$ cat src/rtl/lpf_pkg.sv
// Purpose: Shared constants for the fun-light and probe serial block
// Assumes: Core clock 200 MHz, SPI mode with 16-bit cycles
// Notes: Register offsets are byte addresses on the serial port
package lpf_pkg;
   localparam int unsigned CORE_CLK_HZ = 200_000_000;
   localparam int unsigned ADDR_W = 7;
   localparam int unsigned DATA_W = 8;
   localparam int unsigned CYCLE_BITS = 16;
   localparam logic [6:0] OFS_FUN_LIGHT_CURRENT = 7'h0C;
   localparam logic [6:0] OFS_AUDIO_CONTROL = 7'h0D;
   localparam logic [6:0] OFS_PROBE_CONTROL = 7'h12;
   localparam logic [6:0] OFS_PROBE_RESULT = 7'h13;
   localparam logic [6:0] OFS_SOFT_RESET = 7'h60;
   localparam int unsigned AUDIO_SYNC_BIT = 2;
   localparam int unsigned PROBE_EN_BIT = 4;
   localparam int unsigned PROBE_SEL_LSB = 0;
   localparam int unsigned PROBE_SEL_W = 4;
   localparam logic [3:0] SEL_LAST_RGB = 4'hB;
   localparam logic [3:0] SEL_FUN_LIGHT = 4'hC;
   localparam logic [3:0] SEL_BOOST = 4'hF;
   localparam int unsigned PROBE_PERIOD_NS = 128_000;
   localparam int unsigned PROBE_PERIOD_CYC = (PROBE_PERIOD_NS / 1000) * (CORE_CLK_HZ / 1_000_000);
   localparam logic [7:0] RESET_VALUE = 8'h00;
endpackage

$ cat src/rtl/lpf_spi_shift.sv
// Purpose: Serial slave shifter for 16-bit address, direction, data cycles
// Assumes: Serial pins already synchronised to the core clock
// Notes: Write strobe fires only after the sixteenth rising edge
module lpf_spi_shift (
   input wire logic i_core_clk,
   input wire logic i_resetn,
   input wire logic i_sck,
   input wire logic i_ss_n,
   input wire logic i_si,
   input wire logic [7:0] i_rd_data,
   output logic [6:0] o_addr,
   output logic o_wr_stb,
   output logic [7:0] o_wr_data,
   output logic o_so,
   output logic o_so_oe
);
   logic sck_d_r;
   logic [4:0] cnt_r;
   logic [15:0] sh_r;
   logic [7:0] tx_r;
   logic rd_r;
   logic so_r;
   logic oe_r;
   logic wr_stb_r;
   logic [7:0] wr_data_r;
   logic [6:0] addr_r;
   wire rise = i_sck & ~sck_d_r;
   wire fall = ~i_sck & sck_d_r;
   wire [15:0] sh_nxt = {sh_r[14:0], i_si};
   wire [4:0] cnt_nxt = cnt_r + 5'h01;

   always_ff @(posedge i_core_clk or negedge i_resetn) begin
      if (!i_resetn) begin
         sck_d_r <= 1'b0;
         cnt_r <= 5'h00;
         sh_r <= 16'h0000;
         tx_r <= 8'h00;
         rd_r <= 1'b0;
         so_r <= 1'b0;
         oe_r <= 1'b0;
         wr_stb_r <= 1'b0;
         wr_data_r <= 8'h00;
         addr_r <= 7'h00;
      end else begin
         sck_d_r <= i_sck;
         wr_stb_r <= 1'b0;
         if (i_ss_n) begin
            cnt_r <= 5'h00;
            rd_r <= 1'b0;
            oe_r <= 1'b0;
         end else begin
            if (rise && cnt_r < 5'(lpf_pkg::CYCLE_BITS)) begin
               sh_r <= sh_nxt;
               cnt_r <= cnt_nxt;
               if (cnt_r == 5'h06) begin
                  addr_r <= sh_nxt[6:0];
               end
               if (cnt_r == 5'h07) begin
                  rd_r <= ~i_si;
                  tx_r <= i_rd_data;
               end
               if (cnt_r == 5'h0F && !rd_r) begin
                  wr_stb_r <= 1'b1;
                  wr_data_r <= sh_nxt[7:0];
               end
            end
            if (fall && rd_r && cnt_r >= 5'h08 && cnt_r < 5'(lpf_pkg::CYCLE_BITS)) begin
               so_r <= tx_r[7];
               tx_r <= {tx_r[6:0], 1'b0};
               oe_r <= 1'b1;
            end else if (fall) begin
               oe_r <= 1'b0;
            end
         end
      end
   end

   // Address held from seventh bit to cycle end
   assign o_addr = addr_r;
   assign o_wr_stb = wr_stb_r;
   assign o_wr_data = wr_data_r;
   assign o_so = so_r;
   assign o_so_oe = oe_r;
endmodule

$ cat src/rtl/lpf_top.sv
// Purpose: Fun-light current control and pin voltage probe behind serial port
// Assumes: Analog sink, multiplexer and converter sit outside this block
// Notes: Two-wire port is not built; its select only disables the serial port
// Function
// - Sink current from byte unless audio sync
// - Driver on if sync or byte nonzero
// - Current linear in byte at 0x0C
// - Four-bit select routes output to converter
// - Enable starts conversion, result after 128us
// - Repeat conversion every 128us while enabled
// - Latest result readable at 0x13
// - Any write to 0x60 resets device
// - Select pin high picks serial port
// - Cycle is 7 address, direction, 8 data
// - Direction one writes, zero reads
// - Output high-impedance except read data
// - Deselect resets serial port state
// - Sample rising, drive out falling edge
// - Audio sync enable bit in 0x0D
module lpf_top #(
   parameter int unsigned PROBE_PERIOD_CYC = lpf_pkg::PROBE_PERIOD_CYC
) (
   input wire logic i_core_clk,
   input wire logic i_resetn,
   input wire logic i_if_select,
   input wire logic i_sck,
   input wire logic i_ss_n,
   input wire logic i_si,
   input wire logic [7:0] i_adc_code,
   output logic o_so,
   output logic o_so_oe,
   output logic [7:0] o_fun_light_current_code,
   output logic o_fun_light_enable,
   output logic o_audio_sync_enable,
   output logic [3:0] o_probe_select,
   output logic o_probe_route_valid,
   output logic o_probe_adc_enable,
   output logic o_probe_sample
);
   logic [1:0] sel_s_r;
   logic [1:0] sck_s_r;
   logic [1:0] ss_s_r;
   logic [1:0] si_s_r;
   logic [7:0] fun_r;
   logic [7:0] audio_r;
   logic [7:0] probe_r;
   logic [7:0] result_r;
   logic [17:0] tick_r;
   logic soft_rst_r;
   logic [6:0] addr;
   logic wr_stb;
   logic [7:0] wr_data;
   logic [7:0] rd_data;
   logic so_raw;
   logic so_oe_raw;

   // True when the latched address names a register
   function automatic logic ofs_hit(input logic [6:0] a, input logic [6:0] ofs);
      return a == ofs;
   endfunction

   // True for select codes wired to a pin
   function automatic logic sel_routed(input logic [3:0] code);
      return (code <= lpf_pkg::SEL_LAST_RGB) | (code == lpf_pkg::SEL_FUN_LIGHT)
         | (code == lpf_pkg::SEL_BOOST);
   endfunction

   // Soft reset is applied as an async clear for one cycle
   wire rst_n = i_resetn & ~soft_rst_r;

   always_ff @(posedge i_core_clk or negedge i_resetn) begin
      if (!i_resetn) begin
         sel_s_r <= 2'b00;
         sck_s_r <= 2'b00;
         ss_s_r <= 2'b11;
         si_s_r <= 2'b00;
      end else begin
         sel_s_r <= {sel_s_r[0], i_if_select};
         sck_s_r <= {sck_s_r[0], i_sck};
         ss_s_r <= {ss_s_r[0], i_ss_n};
         si_s_r <= {si_s_r[0], i_si};
      end
   end

   // low select keeps serial port idle
   wire spi_mode = sel_s_r[1];
   wire ss_eff_n = ss_s_r[1] | ~spi_mode;

   lpf_spi_shift u_shift (
      .i_core_clk(i_core_clk),
      .i_resetn(rst_n),
      .i_sck(sck_s_r[1]),
      .i_ss_n(ss_eff_n),
      .i_si(si_s_r[1]),
      .i_rd_data(rd_data),
      .o_addr(addr),
      .o_wr_stb(wr_stb),
      .o_wr_data(wr_data),
      .o_so(so_raw),
      .o_so_oe(so_oe_raw)
   );

   // Address decode shared by write strobes and read mux
   wire hit_fun = ofs_hit(addr, lpf_pkg::OFS_FUN_LIGHT_CURRENT);
   wire hit_audio = ofs_hit(addr, lpf_pkg::OFS_AUDIO_CONTROL);
   wire hit_probe = ofs_hit(addr, lpf_pkg::OFS_PROBE_CONTROL);
   wire hit_result = ofs_hit(addr, lpf_pkg::OFS_PROBE_RESULT);
   wire hit_reset = ofs_hit(addr, lpf_pkg::OFS_SOFT_RESET);

   wire wr_fun = wr_stb & hit_fun;
   wire wr_audio = wr_stb & hit_audio;
   wire wr_probe = wr_stb & hit_probe;
   wire wr_reset = wr_stb & hit_reset;

   always_ff @(posedge i_core_clk or negedge i_resetn) begin
      if (!i_resetn) begin
         soft_rst_r <= 1'b0;
      end else begin
         soft_rst_r <= wr_reset;
      end
   end

   always_ff @(posedge i_core_clk or negedge rst_n) begin
      if (!rst_n) begin
         fun_r <= lpf_pkg::RESET_VALUE;
      end else if (wr_fun) begin
         fun_r <= wr_data;
      end
   end

   always_ff @(posedge i_core_clk or negedge rst_n) begin
      if (!rst_n) begin
         audio_r <= lpf_pkg::RESET_VALUE;
      end else if (wr_audio) begin
         audio_r <= wr_data;
      end
   end

   always_ff @(posedge i_core_clk or negedge rst_n) begin
      if (!rst_n) begin
         probe_r <= lpf_pkg::RESET_VALUE;
      end else if (wr_probe) begin
         probe_r <= wr_data;
      end
   end

   assign rd_data = ({8{hit_fun}} & fun_r) | ({8{hit_audio}} & audio_r)
      | ({8{hit_probe}} & probe_r) | ({8{hit_result}} & result_r);

   wire sync_on = audio_r[lpf_pkg::AUDIO_SYNC_BIT];
   wire probe_on = probe_r[lpf_pkg::PROBE_EN_BIT];
   wire [3:0] sel = probe_r[lpf_pkg::PROBE_SEL_LSB +: lpf_pkg::PROBE_SEL_W];
   wire tick_done = tick_r == 18'(PROBE_PERIOD_CYC - 1);

   // first result one period after enable
   always_ff @(posedge i_core_clk or negedge rst_n) begin
      if (!rst_n) begin
         tick_r <= 18'h00000;
         result_r <= 8'h00;
      end else if (!probe_on) begin
         tick_r <= 18'h00000;
      end else if (tick_done) begin
         tick_r <= 18'h00000;
         result_r <= i_adc_code;
      end else begin
         tick_r <= tick_r + 18'h00001;
      end
   end

   assign o_fun_light_current_code = sync_on ? 8'h00 : fun_r;
   // enable on sync or nonzero byte
   assign o_fun_light_enable = sync_on | (fun_r != 8'h00);
   assign o_audio_sync_enable = sync_on;
   assign o_probe_select = sel;
   assign o_probe_route_valid = sel_routed(sel);
   assign o_probe_adc_enable = probe_on;
   assign o_probe_sample = probe_on & tick_done;
   // driven only while shifting read data
   assign o_so = so_raw;
   assign o_so_oe = so_oe_raw & spi_mode;
endmodule

$ cat config.mk
export PLATFORM = sky130hd
export DESIGN_NAME = lpf_top
export DESIGN_NICKNAME = d
export VERILOG_FILES = /design/src/rtl/lpf_pkg.sv /design/src/rtl/lpf_spi_shift.sv /design/src/rtl/lpf_top.sv
export SDC_FILE = /design/constraint.sdc
export NUM_CORES = 1
export LEC_CHECK = 0
export BUFFER_PORTS_ARGS = -buffer_cell sky130_fd_sc_hd__buf_4
export CAP_MARGIN = 20
export CORE_UTILIZATION = 62
export CTS_BUF_LIST = sky130_fd_sc_hd__clkbuf_8
export DETAILED_ROUTE_END_ITERATION = 8
export GPL_TIMING_DRIVEN = 1
export PLACE_DENSITY = 0.87
export SLEW_MARGIN = 20
export SYNTH_ARGS = -nofsm -noshare
export SYNTH_HDL_FRONTEND = slang
export SYNTH_HIERARCHICAL = 1
export SYNTH_SLANG_ARGS = --single-unit
$ cat constraint.sdc
create_clock -name i_core_clk -period 6.8 [get_ports i_core_clk]
set_clock_uncertainty 0.05 [all_clocks]
set_input_delay 0.34 -clock i_core_clk [delete_from_list [all_inputs] [get_ports i_core_clk]]
set_output_delay 0.34 -clock i_core_clk [all_outputs]
set_load 0.005 [all_outputs]
# Word-level counts from Yosys, hierarchy flattened
# Cells that the tools add are included.
# op_classes
addsub,2
order_cmp,3
eq_ne,11
muxes,17
bitwise_logic,26
reduce_logical,19
# op_table
cell,n
$mux 18,2
$and 8x8->8,4
$mux 8,4
$or 8x8->8,3
$add 18x1->18 const B,1
$eq 18x15->1 const B,1
$eq 7x4->1 const B,2
$eq 7x5->1 const B,2
$eq 5x3->1 const B,2
$mux 5,2
$and 1x1->1,9
$mux 1,9
$reduce_and 3->1,3
$eq 4x4->1 const B,2
$reduce_and 2->1,4
$reduce_bool 2->1,4
$reduce_bool 8->1,1
$eq 7x7->1 const B,1
$not 1->1,6
$add 5x1->5 const B,1
$eq 5x4->1 const B,1
$ge 5x4->1 const B,1
$logic_and 1x1->1,5
$lt 5x5->1 const B,1
other kinds (4),7
# word_totals
ff_bits,99
inputBits,14
word_cells,98

# Depth between registers and ports, before layout
# depth
ltp_word,8
mapped_depth,8
ltp_nobuf,6

# Hierarchy
# Netlist, hierarchy kept.
# by_module_without_submodules
mod,n_inst,cells_each,area_per_inst_um2
lpf_top,1,232,2733.9
lpf_spi_shift,1,137,1724.2

# Least setup slack after synthesis
# OpenSTA, ideal clock, no wires.
# synth_timing
path_kind,flip-flop to flip-flop
startpoint,"reg u_shift.addr_r[5], in the netlist u_shift/o_addr[5]"
endpoint,reg u_shift.tx_r[5]
setup_time_ns,0.123
arrival_ns,1.741
slack_ns,4.886
path_stages_with_launch,9
cell_sequence,dfrtp_1 -> nor2_1 -> and4_1 -> clkbuf_1 -> clkbuf_1 -> a221oi_1 -> a21oi_1 -> or3_1 -> o221a_2
# synth_between
elab_chain_len,8
# synth_lines
item,line_no,source
start: declaration,lpf_spi_shift.sv:26,logic [6:0] addr_r;
start signal: assignment,lpf_spi_shift.sv:56,addr_r <= sh_nxt[6:0];
$eq 7x4->1,lpf_top.sv:59,return a == ofs;
$and 8x8->8,lpf_top.sv:147,assign rd_data = ({8{hit_fun}} & fun_r) | ({8{hit_audio}} & audio_r)
$or 8x8->8,lpf_top.sv:147,
$or 8x8->8,lpf_top.sv:148,| ({8{hit_probe}} & probe_r) | ({8{hit_result}} & result_r);
$or 8x8->8 (*),lpf_top.sv:148,
named net rd_data[5],lpf_top.sv:53,logic [7:0] rd_data;
$mux 8 (*),lpf_spi_shift.sv:58,if (cnt_r == 5'h07) begin
$mux 8 (*),lpf_spi_shift.sv:52,if (rise && cnt_r < 5'(lpf_pkg::CYCLE_BITS)) begin
$mux 8 (*),lpf_spi_shift.sv:67,if (fall && rd_r && cnt_r >= 5'h08 && cnt_r < 5'(lpf_pkg::CYCLE_BITS)) begin
end signal: assignment,lpf_spi_shift.sv:60,tx_r <= i_rd_data;
end signal: assignment,lpf_spi_shift.sv:69,"tx_r <= {tx_r[6:0], 1'b0};"
end: declaration,lpf_spi_shift.sv:20,logic [7:0] tx_r;
# The timed path passes the listed nets; every way through them passes the cells marked *. The select of a mux whose other input is x is not followed.
# A chain may end at the register's enable or synchronous reset.

# Final worst setup path
# layout_timing
startpoint,reg ss_s_r[1]
endpoint,"reg u_shift.addr_r[3], in the netlist u_shift/o_addr[3]"
# layout_between
elab_chain_len,3
# layout_lines
item,line_no,source
start: declaration,lpf_top.sv:42,logic [1:0] ss_s_r;
start signal: assignment,lpf_top.sv:80,"ss_s_r <= {ss_s_r[0], i_ss_n};"
$or 1x1->1,lpf_top.sv:87,wire ss_eff_n = ss_s_r[1] | ~spi_mode;
named net ss_eff_n,lpf_top.sv:87,
$not 1->1 (no source line),--,
$reduce_and 3->1 (no source line),--,
# The timed path passes the listed nets, and every way through them passes these cells.

==> metrics.md <==
| Metric | Value |
|---|---|
| Gr usage total | 24.93% |
| Vias in the first global route | 2922 |
| Die width | 86.80 um |
| Cells on worst reg2reg path | 4 |
| CTS Root Cell | clkbuf_8 |
| Critical path peak fanout | 16 |
| Status | finished, final reports clean |
| Hold WC Path Type | input pin to register |
| Seq/Total Area, Yosys | 55.63% |
| Peak Freq | 404.3 MHz |
| H-tree lvl count | 3 |
| Vert. Die Dim | 86.80 um |
| #FFs+latches synth | 99 |
| Grt ovf | 0 |
| Post-Layout Cell Count | 500 |
| Power share of the combinational group | 3.5% |
| Final Hold Viols | 0 |
| Cts repair resizes | 0 |
| RR Startpoint | ss_s_r[1]$_DFF_PN1_ |
| Area growth syn-to-layout | 11.25% |
| Total core area | 6869 um^2 |
| First-pass GRT wire length | 14.23 mm |
| Via density | 6.052 |
| Setup Viol. Count Final | 0 |
| WL/cell | 17.13 um |
| Max-cap violations | 0 |
| DRT Pass-1 Iters | 4 |
| Number of synthesized flops with an enable pin | 0 |
| Layout cells sized above 1 | 30.69% |
| CTS tree | yes |
| Insertion delay to the later sink of the worst-skew pair | 360 ps |
| Minimum clock period | 2473 ps |
| # DRC | 0 |
| CTS Sinks | 99 |
| Final Hold Slack | 26.78 ps |
| Startpoint type of the worst setup path | register |
| # rows | 30 |
| Io pins | 33 |
| Yosys warnings | 6 |
| CTS Buffer Depth | 2 |
| Critical path endpoint category | register |
| Worst slew pin tran | 802.4 ps |
| R2R setup slack | 4330 ps |
| Clock power frac | 34.8% |
| Via Count | 3026 |
| Hold path endpoint | sel_s_r[0]$_DFF_PN0_ |
| Starting Density | 64.90% |
| Slew headroom | 46.37% |
| Initial DRC Count | 181 |
| Final Net Count | 417 |
| Sw frac | 24.06% |
| Hold path start | i_if_select |
| Most used DFF post-synth | dfrtp_1 |
| Worst Hold Path Cells | 1 |
| Peak supply drop | 0.0001573 V |
| Post-DP HPWL | 5.875 mm |
| Worst-path clk slew | 100 ps |
| Pwr Density | 200.3 nW/um^2 |
| I/O Buffers | 32 |
| TritonCTS Buffers | 9 |
| Final period util | 36.37% |
| Static Leak | 2.245 nW |
| Syn Inst Count | 369 |
| WS Path Type | register to register |
| Post-Synthesis Cell Area | 4458 um^2 |
| CP Data Required Time | 6990 ps |
| Syn_nets | 387 |
| Worst path arrival time | 2660 ps |
| Distinct cell type count after synthesis | 51 |
| Psw | 0.0002390 W |
| Final RePlAce weighted congestion | 0.8070 |
| Drt total wl | 8.565 mm |
| Largest net degree at the start of global routing | 52 |
| Fraction of registers with async set/reset | 100.0% |
| Routed Antenna Nets | 0 |
| Die area | 7533 um^2 |
| Placed instance count | 481 |
| Flop pwr share | 61.7% |
| Setup TNS Final | 0 ps |
| N_diodes | 0 |
| Max-slew violation count | 0 |
| Avg Synthesized Cell Area | 12.08 um^2 |
| RR Endpoint | u_shift/o_addr[3]$_DFFE_PN0P_ |
| Internal | 0.0007545 W |
| RSZ-0062 raised after global routing | false |
| Initial antenna violation count | 0 |
[layout by cell type, fill, tap and decap left out, types with 3 or more instances in the layout]
cell type and count:
dfrtp_1 97, mux2_2 48, buf_4 33, nand2_1 31, nor2_1 22, a21oi_1 14, xnor2_1 13, nor2b_1 10
or3_1 10, inv_1 9, clkbuf_8 9, a22oi_1 8, a221oi_1 8, nor4_1 7, o221a_2 7, nand4_1 6
nand3_1 6, o21ai_0 5, and2_1 4, ha_1 4, clkinv_4 4, nor3_1 3, xor2_1 3
[timing repair]
action,in CTS,in global routing
setup buffers,0,0
hold buffers,1,1
endpoints found under the hold margin,9,1
[worst max-delay path, stage by stage (launching register included)]
cell and delay (ps):
dfstp_2 370, nand2b_1 290, or4b_1 830, nor3_4 430, mux2_2 380
[state kept, by name, summed over array words and instances, names as in the netlist, 8 cells and up]
register           cells
probe_r                8
u_shift/o_wr_data      8
u_shift/tx_r           8
result_r               8
audio_r                8
fun_r                  8
tick_r                18
[per-layer routing]
layer  vias up  GRT usage [%]  share of wire, %  wire length [um]
met4         0          7.273               1.4               118
met1      1510          34.24                45              3853
met2       108          39.51                48              4146
met3        12          6.286               5.2               447
met5         -              0                 0                 0
li1       1396              -                 -                 -
[area by class of cell]
cell class	count	area, um^2
clock buffer	9	123.9
clock inverter	7	62.56
fill	459	1909
inverter	9	33.78
multi-input combinational	244	1852
sequential	99	2480
tap	96	120.1
timing repair buffer	36	287.8
[cells in the mapped netlist (all sizes together), types with 2 or more instances]
master | instances | area (um^2)
dfrtp | 97 | 2427
mux2 | 48 | 540.5
nand2 | 31 | 116.4
nor2 | 22 | 82.58
a21oi | 14 | 70.07
xnor2 | 13 | 113.9
nor2b | 11 | 68.82
or3 | 11 | 73.82
buf | 9 | 70.07
inv | 9 | 33.78
nand3 | 9 | 67.57
a221oi | 8 | 70.07
a22oi | 8 | 60.06
clkbuf | 8 | 30.03
nor4 | 8 | 65.06
o221a | 7 | 78.83
nand4 | 6 | 37.54
o21ai | 5 | 25.02
and2 | 4 | 25.02
ha | 4 | 50.05
nor3 | 4 | 31.28
and3 | 3 | 20.02
or4 | 3 | 26.27
xor2 | 3 | 26.28
and4 | 2 | 17.52
dfstp | 2 | 52.55
nand2b | 2 | 12.51
nand3b | 2 | 18.77
nand4b | 2 | 17.52
o31ai | 2 | 15.01
or2 | 2 | 12.51
[power groups by stage]
stage          clock network [W]  logic [W]  registers, W
4_1_cts                 0.000356  0.0000337      0.000613
3_5_place_dp                   0  0.0000329      0.000625
2_1_floorplan                  0  0.0000211      0.000620
6_report                0.000345  0.0000346      0.000614
3_3_place_gp                   0  0.0000313      0.000624
5_1_grt                 0.000383  0.0000403      0.000615
[metrics by stage]
stage,power [W],util [%],setup WS (ps),instance area [um^2]
after floorplan,0.0006409,-,834.9,4458
after global placement,0.0006557,68.91,4440,4733
after detailed placement,0.0006578,68.91,4355,4733
after CTS,0.001003,71.77,4321,4930
after global routing,0.001039,72.20,4157,4960
final,0.0009936,72.20,4327,4960
[cell families after synthesis]
kind of cell	count (synthesis)	synth area share (%)
AND/OR/NAND/NOR	128	16.95
adder cells (fa/ha/maj)	4	1.123
buffers and inverters	26	3.003
XOR/XNOR	16	3.144
flip-flops	99	55.63
multiplexers	48	12.12
AO/OA/AOI/OAI	48	8.027
[how the worst max path moves through the flow]
stage,startpoint,end,depth (start not counted)
3_5_place_dp,ss_s_r[1]$_DFF_PN1_,u_shift/o_addr[6]$_DFFE_PN0P_,4
3_3_place_gp,ss_s_r[1]$_DFF_PN1_,u_shift/o_addr[6]$_DFFE_PN0P_,4
5_1_grt,ss_s_r[1]$_DFF_PN1_,u_shift/o_addr[4]$_DFFE_PN0P_,4
6_report,ss_s_r[1]$_DFF_PN1_,u_shift/o_addr[3]$_DFFE_PN0P_,4
4_1_cts,ss_s_r[1]$_DFF_PN1_,u_shift/o_addr[3]$_DFFE_PN0P_,4
2_1_floorplan,soft_rst_r$_DFF_PN0_,audio_r[0]$_DFFE_PN0P_,1
(Power assumes the default switching activity.)
